### src/inc/cantmf_pkg.sv
// Constants and types for the CAN transceiver mode and fault control block
// Functional notes
// - Dominant timeout supervision runs only in normal mode.
// - Each falling edge of transmit data starts the dominant timeout measurement.
// - No rising edge before the timeout period disables the bus driver.
// - Transmit data back high re-enables the driver and clears the timeout fault.
// - During timeout fault the receiver stays biased and receive output follows the bus.
// - Over-temperature turns off the driver and blocks transmit; restored when cleared.
// - During thermal shutdown the bus stays biased and receive path keeps working.
// - Undervoltage on the I/O supply forces protected state: bus and receive output released.
// - Main supply low, I/O good, standby high: standby, weak ground bias, wake signalling.
// - Main supply low, I/O good, standby low: protected, bus released, receive held high.
// - After undervoltage clears, wait the mode delay before returning to normal.
// - Floating transmit data defaults recessive through a weak pull-up.
// - Floating standby select defaults high, giving low-power standby.
// - Standby select low gives normal mode; high gives standby mode.
// - Standby disables the driver; receive output stays high until a valid wake pattern.
// - Low transmit drives the bus dominant; dominant bus reads as low receive output.
// - Wake pattern is dominant, recessive, dominant filtered; then every filtered dominant is low.
// - Wake pattern not complete within the wake timeout resets the bus monitor.
package cantmf_pkg;

  localparam int CLK_FREQ_MHZ = 100;
  // Durations in microseconds, converted to cycles at the clock rate
  localparam int DOMINANT_TIMEOUT_PERIOD_US = 1200;
  localparam int MODE_DELAY_US             = 20;
  localparam int WAKE_FILTER_US            = 1;
  localparam int WAKE_PATTERN_TIMEOUT_US   = 1800;
  localparam int DOMINANT_TIMEOUT_CYCLES   = DOMINANT_TIMEOUT_PERIOD_US * CLK_FREQ_MHZ;
  localparam int MODE_DELAY_CYCLES         = MODE_DELAY_US * CLK_FREQ_MHZ;
  localparam int WAKE_FILTER_CYCLES        = WAKE_FILTER_US * CLK_FREQ_MHZ;
  localparam int WAKE_TIMEOUT_CYCLES       = WAKE_PATTERN_TIMEOUT_US * CLK_FREQ_MHZ;
  localparam int CNT_W                     = 20;
  localparam int SAMPLE_W                  = 2;
  localparam int BUF_DEPTH                 = 2;

  localparam logic [CNT_W-1:0] CNT_ZERO = 20'h00000;
  localparam logic [CNT_W-1:0] CNT_ONE  = 20'h00001;
  localparam logic             LVL_REC  = 1'b1;
  localparam logic             LVL_DOM  = 1'b0;

  typedef enum logic [3:0] {
    MODE_PROTECT = 4'h1,
    MODE_DELAY   = 4'h2,
    MODE_NORMAL  = 4'h4,
    MODE_STANDBY = 4'h8
  } cantmf_mode_type;

  typedef enum logic [3:0] {
    WAKE_IDLE   = 4'h1,
    WAKE_GOTDOM = 4'h2,
    WAKE_GOTREC = 4'h4,
    WAKE_DONE   = 4'h8
  } cantmf_wake_type;

endpackage

### src/design/cantmf_top.sv
// Mode selection, dominant timeout, fault protection and wake detection
`timescale 1ns/100ps
`default_nettype none
module cantmf_top #(
  parameter int DOMTO_CYCLES = cantmf_pkg::DOMINANT_TIMEOUT_CYCLES,
  parameter int MODE_CYCLES = cantmf_pkg::MODE_DELAY_CYCLES,
  parameter int WFLT_CYCLES = cantmf_pkg::WAKE_FILTER_CYCLES,
  parameter int WTO_CYCLES  = cantmf_pkg::WAKE_TIMEOUT_CYCLES,
  parameter bit IO_SUPPLY_VARIANT = 1'b1
) (
  // Clock, reset, enable
  input  wire logic ref_clk_i,
  input  wire logic rstn_i,
  input  wire logic clk_en_i,
  // Controller pins with pull-up sense
  input  wire logic txd_i,
  input  wire logic txd_float_i,
  input  wire logic standby_select_i,
  input  wire logic standby_select_float_i,
  // Supply and temperature monitors
  input  wire logic main_supply_undervoltage_i,
  input  wire logic io_supply_undervoltage_i,
  input  wire logic thermal_shutdown_i,
  // Bus receivers
  input  wire logic bus_dominant_i,
  input  wire logic lp_bus_dominant_i,
  // Receive output to the controller
  output logic      rxd_o,
  output logic      rxd_oe_o,
  output logic      rxd_valid_o,
  input  wire logic rxd_ready_i,
  // Bus analog control
  output logic      drv_dominant_o,
  output logic      drv_enable_o,
  output logic      bias_mid_o,
  output logic      bias_gnd_o,
  output logic      rx_main_en_o,
  output logic      rx_lp_en_o,
  // Status
  output cantmf_pkg::cantmf_mode_type mode_o,
  output logic      dominant_timeout_o,
  output logic      wake_seen_o
);
  import cantmf_pkg::*;

  typedef struct packed {
    cantmf_mode_type  mode;
    cantmf_wake_type  wake;
    logic             txd_prev;
    logic             domto_fault;
    logic [CNT_W-1:0] domto_cnt;
    logic [CNT_W-1:0] mode_cnt;
    logic [CNT_W-1:0] wto_cnt;
    logic             wake_low;
    logic             drv_dom;
    logic             drv_en;
    logic             bias_mid;
    logic             bias_gnd;
    logic             rx_main;
    logic             rx_lp;
    logic             rxd_val;
    logic             rxd_oe;
  } cantmf_top_type;

  cantmf_top_type s_q, s_d;

  logic txd_eff;
  logic sel_eff;
  logic any_uv;
  logic filt_dom;
  logic filt_rec;
  logic buf_in_ready;
  logic [1:0] buf_out;

  function automatic logic cnt_hit(input logic [CNT_W-1:0] c, input int lim);
    cnt_hit = (c >= CNT_W'(lim - 1));
  endfunction

  // Pull-ups: floating pins read as recessive and as standby
  assign txd_eff = txd_float_i ? LVL_REC : txd_i;
  assign sel_eff = standby_select_float_i ? 1'b1 : standby_select_i;
  assign any_uv  = main_supply_undervoltage_i || io_supply_undervoltage_i;

  cantmf_filter #(
    .FILTER_CYCLES (WFLT_CYCLES),
    .CNT_W         (CNT_W)
  ) u_filter (
    .ref_clk_i   (ref_clk_i),
    .rstn_i      (rstn_i),
    .clk_en_i    (clk_en_i),
    .enable_i    (s_q.mode == MODE_STANDBY),
    .bus_level_i (!lp_bus_dominant_i),
    .filt_dom_o  (filt_dom),
    .filt_rec_o  (filt_rec)
  );

  always_comb begin
    s_d          = s_q;
    s_d.txd_prev = txd_eff;

    // Mode selection, undervoltage ranked first
    if (any_uv) begin
      if (IO_SUPPLY_VARIANT && main_supply_undervoltage_i && !io_supply_undervoltage_i
          && sel_eff) begin
        s_d.mode = MODE_STANDBY;
      end else begin
        s_d.mode = MODE_PROTECT;
      end
      s_d.mode_cnt = CNT_ZERO;
    end else begin
      case (s_q.mode)
        MODE_PROTECT: begin
          s_d.mode     = MODE_DELAY;
          s_d.mode_cnt = CNT_ZERO;
        end
        MODE_DELAY: begin
          s_d.mode_cnt = s_q.mode_cnt + CNT_ONE;
          if (cnt_hit(s_q.mode_cnt, MODE_CYCLES)) begin
            s_d.mode = sel_eff ? MODE_STANDBY : MODE_NORMAL;
          end
        end
        MODE_NORMAL: begin
          if (sel_eff) begin
            s_d.mode = MODE_STANDBY;
          end
        end
        MODE_STANDBY: begin
          if (!sel_eff) begin
            s_d.mode     = MODE_DELAY;
            s_d.mode_cnt = CNT_ZERO;
          end
        end
        default: s_d.mode = MODE_PROTECT;
      endcase
    end

    // Dominant timeout, armed only in normal mode
    if (s_q.mode != MODE_NORMAL) begin
      s_d.domto_fault = 1'b0;
      s_d.domto_cnt   = CNT_ZERO;
    end else if (txd_eff == LVL_REC) begin
      s_d.domto_fault = 1'b0;
      s_d.domto_cnt   = CNT_ZERO;
    end else if (s_q.txd_prev == LVL_REC) begin
      s_d.domto_cnt = CNT_ONE;
    end else if (!s_q.domto_fault) begin
      s_d.domto_cnt = s_q.domto_cnt + CNT_ONE;
      if (cnt_hit(s_q.domto_cnt, DOMTO_CYCLES)) begin
        s_d.domto_fault = 1'b1;
      end
    end

    // Wake pattern monitor, active only in standby
    if (s_q.mode != MODE_STANDBY) begin
      s_d.wake     = WAKE_IDLE;
      s_d.wto_cnt  = CNT_ZERO;
      s_d.wake_low = 1'b0;
    end else begin
      case (s_q.wake)
        WAKE_IDLE: begin
          s_d.wto_cnt = CNT_ZERO;
          if (filt_dom) begin
            s_d.wake = WAKE_GOTDOM;
          end
        end
        WAKE_GOTDOM: begin
          s_d.wto_cnt = s_q.wto_cnt + CNT_ONE;
          if (cnt_hit(s_q.wto_cnt, WTO_CYCLES)) begin
            s_d.wake = WAKE_IDLE;
          end else if (filt_rec) begin
            s_d.wake = WAKE_GOTREC;
          end
        end
        WAKE_GOTREC: begin
          s_d.wto_cnt = s_q.wto_cnt + CNT_ONE;
          if (cnt_hit(s_q.wto_cnt, WTO_CYCLES)) begin
            s_d.wake = WAKE_IDLE;
          end else if (filt_dom) begin
            s_d.wake     = WAKE_DONE;
            s_d.wake_low = 1'b1;
          end
        end
        WAKE_DONE: begin
          // Each further filtered dominant pulls receive low until filtered recessive
          if (filt_dom) begin
            s_d.wake_low = 1'b1;
          end else if (filt_rec) begin
            s_d.wake_low = 1'b0;
          end
        end
        default: s_d.wake = WAKE_IDLE;
      endcase
    end

    // Pin and analog control derived from the next mode
    s_d.drv_en   = 1'b0;
    s_d.drv_dom  = 1'b0;
    s_d.bias_mid = 1'b0;
    s_d.bias_gnd = 1'b0;
    s_d.rx_main  = 1'b0;
    s_d.rx_lp    = 1'b0;
    s_d.rxd_val  = LVL_REC;
    s_d.rxd_oe   = 1'b0;
    case (s_d.mode)
      MODE_NORMAL: begin
        // Driver off on a timeout or over-temperature; receiver keeps working
        s_d.drv_en   = !s_d.domto_fault && !thermal_shutdown_i;
        s_d.drv_dom  = s_d.drv_en && (txd_eff == LVL_DOM);
        s_d.bias_mid = 1'b1;
        s_d.rx_main  = 1'b1;
        s_d.rxd_val  = bus_dominant_i ? LVL_DOM : LVL_REC;
        s_d.rxd_oe   = 1'b1;
      end
      MODE_STANDBY: begin
        s_d.bias_gnd = 1'b1;
        s_d.rx_lp    = 1'b1;
        s_d.rxd_val  = s_d.wake_low ? LVL_DOM : LVL_REC;
        s_d.rxd_oe   = 1'b1;
      end
      default: begin
        // Protected: bus released; receive held high only with I/O supply good
        s_d.rxd_oe = IO_SUPPLY_VARIANT && main_supply_undervoltage_i
                     && !io_supply_undervoltage_i;
      end
    endcase
  end

  always_ff @(posedge ref_clk_i or negedge rstn_i) begin
    if (!rstn_i) begin
      s_q <= '{mode: MODE_PROTECT, wake: WAKE_IDLE, txd_prev: 1'b1, domto_fault: 1'b0,
               domto_cnt: '0, mode_cnt: '0, wto_cnt: '0, wake_low: 1'b0, drv_dom: 1'b0,
               drv_en: 1'b0, bias_mid: 1'b0, bias_gnd: 1'b0, rx_main: 1'b0,
               rx_lp: 1'b0, rxd_val: 1'b1, rxd_oe: 1'b0};
    end else if (clk_en_i) begin
      s_q <= s_d;
    end
  end

  // Receive level passes a two-entry buffer; a stalled reader keeps its head word, but new samples are dropped while it is full
  cantmf_buf #(
    .WIDTH (SAMPLE_W),
    .DEPTH (BUF_DEPTH)
  ) u_buf (
    .ref_clk_i   (ref_clk_i),
    .rstn_i      (rstn_i),
    .clk_en_i    (clk_en_i),
    .in_valid_i  (1'b1),
    .in_ready_o  (buf_in_ready),
    .in_data_i   ({s_q.rxd_oe, s_q.rxd_val}),
    .out_valid_o (rxd_valid_o),
    .out_ready_i (rxd_ready_i),
    .out_data_o  (buf_out)
  );

  assign rxd_o              = buf_out[0];
  assign rxd_oe_o           = buf_out[1];
  assign drv_dominant_o     = s_q.drv_dom;
  assign drv_enable_o       = s_q.drv_en;
  assign bias_mid_o         = s_q.bias_mid;
  assign bias_gnd_o         = s_q.bias_gnd;
  assign rx_main_en_o       = s_q.rx_main;
  assign rx_lp_en_o         = s_q.rx_lp;
  assign mode_o             = s_q.mode;
  assign dominant_timeout_o = s_q.domto_fault;
  assign wake_seen_o        = (s_q.wake == WAKE_DONE) && !buf_in_ready;
endmodule
`default_nettype wire

### src/design/cantmf_filter.sv
// Bus level filter: reports a level once it has been stable for a filter time
`timescale 1ns/100ps
`default_nettype none
module cantmf_filter #(
  parameter int FILTER_CYCLES = 100,
  parameter int CNT_W         = 20
) (
  // Clock and reset
  input  wire logic ref_clk_i,
  input  wire logic rstn_i,
  input  wire logic clk_en_i,
  // Monitor control
  input  wire logic enable_i,
  input  wire logic bus_level_i,
  // Filtered events
  output logic      filt_dom_o,
  output logic      filt_rec_o
);
  import cantmf_pkg::*;

  typedef struct packed {
    logic             last;
    logic [CNT_W-1:0] cnt;
    logic             fired;
    logic             dom;
    logic             rec;
  } cantmf_filt_type;

  cantmf_filt_type s_q, s_d;

  always_comb begin
    s_d     = s_q;
    s_d.dom = 1'b0;
    s_d.rec = 1'b0;
    if (!enable_i) begin
      s_d.cnt   = CNT_ZERO;
      s_d.fired = 1'b0;
      s_d.last  = LVL_REC;
    end else if (bus_level_i != s_q.last) begin
      s_d.last  = bus_level_i;
      s_d.cnt   = CNT_ZERO;
      s_d.fired = 1'b0;
    end else if (!s_q.fired) begin
      s_d.cnt = s_q.cnt + CNT_ONE;
      // A state counts as filtered only after strictly more than the filter time
      if (s_q.cnt >= CNT_W'(FILTER_CYCLES)) begin
        s_d.fired = 1'b1;
        s_d.dom   = (s_q.last == LVL_DOM);
        s_d.rec   = (s_q.last == LVL_REC);
      end
    end
  end

  always_ff @(posedge ref_clk_i or negedge rstn_i) begin
    if (!rstn_i) begin
      s_q <= '{last: 1'b1, cnt: '0, fired: 1'b0, dom: 1'b0, rec: 1'b0};
    end else if (clk_en_i) begin
      s_q <= s_d;
    end
  end

  assign filt_dom_o = s_q.dom;
  assign filt_rec_o = s_q.rec;
endmodule
`default_nettype wire

### src/design/cantmf_buf.sv
// Two-entry buffer carrying the receive level to the controller side
`timescale 1ns/100ps
`default_nettype none
module cantmf_buf #(
  parameter int WIDTH = 2,
  parameter int DEPTH = 2
) (
  // Clock and reset
  input  wire logic             ref_clk_i,
  input  wire logic             rstn_i,
  input  wire logic             clk_en_i,
  // Fill side
  input  wire logic             in_valid_i,
  output logic                  in_ready_o,
  input  wire logic [WIDTH-1:0] in_data_i,
  // Drain side
  output logic                  out_valid_o,
  input  wire logic             out_ready_i,
  output logic [WIDTH-1:0]      out_data_o
);
  import cantmf_pkg::*;

  localparam int PW = $clog2(DEPTH);

  typedef struct packed {
    logic [DEPTH-1:0][WIDTH-1:0] mem;
    logic [PW-1:0]               rd;
    logic [PW-1:0]               wr;
    logic [PW:0]                 cnt;
    logic [WIDTH-1:0]            dout;
  } cantmf_buf_type;

  cantmf_buf_type s_q, s_d;
  logic push, pop;

  assign in_ready_o  = (s_q.cnt != (PW+1)'(DEPTH));
  assign out_valid_o = (s_q.cnt != '0);
  assign push        = in_valid_i && in_ready_o;
  assign pop         = out_valid_o && out_ready_i;
  assign out_data_o  = s_q.dout;

  always_comb begin
    s_d = s_q;
    if (push) begin
      s_d.mem[s_q.wr] = in_data_i;
      s_d.wr          = (s_q.wr == PW'(DEPTH-1)) ? '0 : s_q.wr + PW'(1);
    end
    if (pop) begin
      s_d.rd = (s_q.rd == PW'(DEPTH-1)) ? '0 : s_q.rd + PW'(1);
    end
    s_d.cnt  = s_q.cnt + (PW+1)'(push) - (PW+1)'(pop);
    // Head word registered so the data output comes from a flip-flop
    s_d.dout = (s_d.cnt == '0) ? s_q.dout : s_d.mem[s_d.rd];
  end

  always_ff @(posedge ref_clk_i or negedge rstn_i) begin
    if (!rstn_i) begin
      s_q <= '{mem: '1, rd: '0, wr: '0, cnt: '0, dout: '1};
    end else if (clk_en_i) begin
      s_q <= s_d;
    end
  end
endmodule
`default_nettype wire

### config.mk
export PLATFORM = sky130hd
export DESIGN_NAME = cantmf_top
export DESIGN_NICKNAME = d
export VERILOG_FILES = /design/src/inc/cantmf_pkg.sv /design/src/design/cantmf_top.sv /design/src/design/cantmf_filter.sv /design/src/design/cantmf_buf.sv
export SDC_FILE = /design/constraint.sdc
export NUM_CORES = 1
export LEC_CHECK = 0
export ABC_AREA = 1
export BUFFER_PORTS_ARGS = -buffer_cell sky130_fd_sc_hd__buf_2
export CAP_MARGIN = 20
export CORE_ASPECT_RATIO = 0.9
export CORE_MARGIN = 4
export CORE_UTILIZATION = 45
export CTS_CLUSTER_DIAMETER = 80
export DETAILED_ROUTE_END_ITERATION = 8
export HOLD_SLACK_MARGIN = 0.1
export PLACE_DENSITY = 0.7
export SLEW_MARGIN = 20
export SYNTH_ARGS = -nofsm -noshare
export SYNTH_HDL_FRONTEND = slang
export SYNTH_SLANG_ARGS = --single-unit
### constraint.sdc
create_clock -name ref_clk_i -period 2.5 [get_ports ref_clk_i]
set_clock_uncertainty 0.2 [all_clocks]
set_input_delay 0.5 -clock ref_clk_i [delete_from_list [all_inputs] [get_ports ref_clk_i]]
set_output_delay 0.5 -clock ref_clk_i [all_outputs]
set_load 0.05 [all_outputs]
==> summary.md <==
| Metric | Value |
|---|---|
| Largest net degree at the start of global routing | `64` |
| Die ar. | `16600 sq um` |
| Sequential area share after synthesis | `0.424` |
| CTS buffer count | `9` |
| Clk root buf | `clkbuf_16` |
| Most area-hungry cell type in the Yosys netlist | `dfrtp_1` |
| Post-CTS setup buffers | `0` |
| Syn Area/Cell | `about 7.4 sq um` |
| Min cycle time layout | `around 2.3 ns` |
| Initial Utilization | `0.465` |
| Port bufs | `27` |
| Top-area cell type share of the netlist area | `0.380` |
| Maximum root-to-sink buffer count | `2` |
| Power Total | `about 4300 uW` |
| Register area | `2790 sq um` |
| Worst-Margin Slew | `approximately 0.56 ns` |
| Maxcap violations | `0` |
| Global route overflow | `0` |
| Pre-antenna DRT Iters | `6` |
| Worst min path class | `in2reg` |
| Post-layout util | `0.513` |
| First-pass GRT wire length | `between 20 and 30 mm` |
| Vias/cell | `approximately 5.2` |
| Status | `complete, no violations` |
| Multi-input logic area | `around 3200 sq um` |
| Final GP Congestion | `between 0.8 and 0.9` |
| Reg-to-reg startpoint | `u_buf.s_q[2]` |
| Vias | `5839` |
| Layout cells sized above 1 | `0.127` |
| Leak Pwr | `0.00335 uW` |
| Number of global-route vias before repair | `between 5000 and 6000` |
| Unique masters post-synth | `slightly above 50` |
| Post-route ant nets | `0` |
| Worst-path maximum fanout | `4` |
| Req. time, crit path | `2.59 ns` |
| Final Hold Violating Endpoints | `0` |
| Top cells by area, synth | `dfrtp_1, nand2_1, inv_1` |
| Final setup fails | `0` |
| Number of antenna repair diodes | `0` |
| Clock latency on the worst-skew pair | `between 0.3 and 0.4 ns` |
| Post-DP HPWL | `roughly 11 mm` |
| TritonCTS clock tree | `built` |
| Final period util | `0.902` |
| Final setup TNS | `0 ns` |
| Post-CTS Hold Buffers | `1` |
| Clock sinks | `between 100 and 150` |
| Die Span X | `between 100 and 150 um` |
| Startpoint Class | `register` |
| H-tree depth | `3` |
| DR iter-0 viols | `between 400 and 500` |
| Pwr dens | `roughly 600 nW/um^2` |
| Syn_nets | `about 910` |
| Ports | `28` |
| Ys Warns | `0` |
| Number of fill cells | `~1400` |
| Max-slew headroom | `0.622` |
| Std cell rows | `41` |
| Slew Limit Fails | `0` |
| Drt total wl | `14.7 mm` |
| Nets@finish | `944` |
| Count leader, synth | `nand2_1` |
| DRC | `0` |
| Arrival time worst endpoint | `between 2 and 2.5 ns` |
| Post-synth top cells | `nand2_1, inv_1, nor2_1, dfrtp_1` |
| Hold path cells | `4` |
| Maximum VDD drop | `around 660 uV` |
| # resized after CTS | `0` |
| Tot GR Track Use | `0.190` |
| R2r setup slk | `around 0.25 ns` |
| RR Endpoint | `u_buf.out_data_o[1]` |
| Die Height | `about 120 um` |
| Synthesized cell area | `approximately 6600 sq um` |
| Routed wire length per instance | `around 13 um` |
| Hold Path Origin | `thermal_shutdown_i` |
| Mapped Cells | `just under 900` |
| Hold-critical path endpoint | `drv_enable_o` |
| Core Area | `roughly 14000 sq um` |
| Initial antenna violation count | `0` |
| Critical Path End Type | `register` |
| Critical path class | `reg2reg` |
| Number of cells on the worst reg-to-reg path | `12` |
| Layout area overhead | `10.3%` |
| Unrepaired setup endpoints after global routing | `false` |
| Post-synth ARST share | `1.00` |
| Number of enable flip-flop cells after synthesis | `0` |
| Clk slew on worst S/H paths | `0.07 ns` |
| #FFs+latches synth | `approximately 110` |
| Synth Flop Type | `dfrtp_1` |
| Fmax | `443 MHz` |
[area by class of cell]
type	count	share of cell area
clock inverters	5	0.00810
repair buffers	41	0.0372
well taps	193	0.0332
inverters	135	0.0701
multi-input cells	626	0.434
flip-flops and latches	111	0.384
clock buffers	11	0.0334
[registers in the layout (all words and copies together) (netlist names)]
name                 count
bias_mid_o               1
dominant_timeout_o       1
drv_dominant_o           1
drv_enable_o             1
mode_o                   4
rx_lp_en_o               1
s_q                     68
u_buf.out_data_o         2
u_buf.s_q                8
u_filter.filt_dom_o      1
u_filter.filt_rec_o      1
u_filter.s_q            22
[worst max-delay path: stages (launching register included)]
cell and delay (ns):
dfrtp_1 0.36, inv_1 0.11, nand2_1 0.08, nand2_1 0.09, inv_1 0.05, ha_1 0.27, inv_1 0.04, ha_1 0.19
xor2_1 0.15, or2_2 0.28, nand2_1 0.12, o211ai_1 0.11, o21a_1 0.13
[layout by cell type (no fill, tap or decap), drive strengths merged, types with 23 or more instances in the layout]
cell type / netlist / final
a21oi: 47 / 47
nand2: 201 / 201
o21ai: 76 / 76
nand4: 23 / 23
nor3: 32 / 32
dfrtp: 100 / 100
nand3: 59 / 59
nor2: 118 / 118
buf: 17 / 40
inv: 135 / 135
[worst max-delay path by stage]
stage / startpoint / end / slack (ns)
global route: u_buf.s_q[2] / u_buf.out_data_o[0] / 0.06
finish: u_buf.s_q[2] / u_buf.out_data_o[1] / 0.25
CTS: u_buf.s_q[2] / u_buf.out_data_o[1] / 0.25
global placement: rxd_ready_i / u_buf.out_data_o[1] / 0.26
detailed placement: rxd_ready_i / u_buf.out_data_o[1] / 0.20
floorplan: u_buf.s_q[3] / u_buf.out_data_o[0] / 0.03
[layer usage]
metal	vias up	routed length [um]	global-route usage
met5	-	0	0
met4	0	209	0.0567
met3	16	676	0.0365
li1	2954	-	-
met2	142	6610	0.298
met1	2727	7180	0.270
[metrics by stage]
step           setup slack, ns  instance area, sq um  hold slack [ns]  std cells
2_1_floorplan           0.0346                  6590          0.00441        893
3_3_place_gp             0.257                  6950            0.258       1105
3_5_place_dp             0.202                  6950            0.260       1105
4_1_cts                  0.253                  7260            0.189       1122
5_1_grt                 0.0591                  7260            0.235       1122
6_report                 0.245                  7260            0.201       1122
[kinds of logic after synthesis]
| kind of cell | after synthesis | share of synthesized area |
|---|---|---|
| xor gates and xnor gates | 21 | 0.0279 |
| adders and majority gates | 7 | 0.0133 |
| DFF | 111 | 0.424 |
| and+or+nand+nor | 449 | 0.313 |
| buffers and inverters | 156 | 0.0977 |
| AOI/OAI and AO/OA | 149 | 0.125 |
[where the power goes]
part           internal [uW]  switching, uW
registers               1940           68.3
logic                    267            576
clock network            806            673
total                   3010           1320
Power figures use the tool's default switching activity.
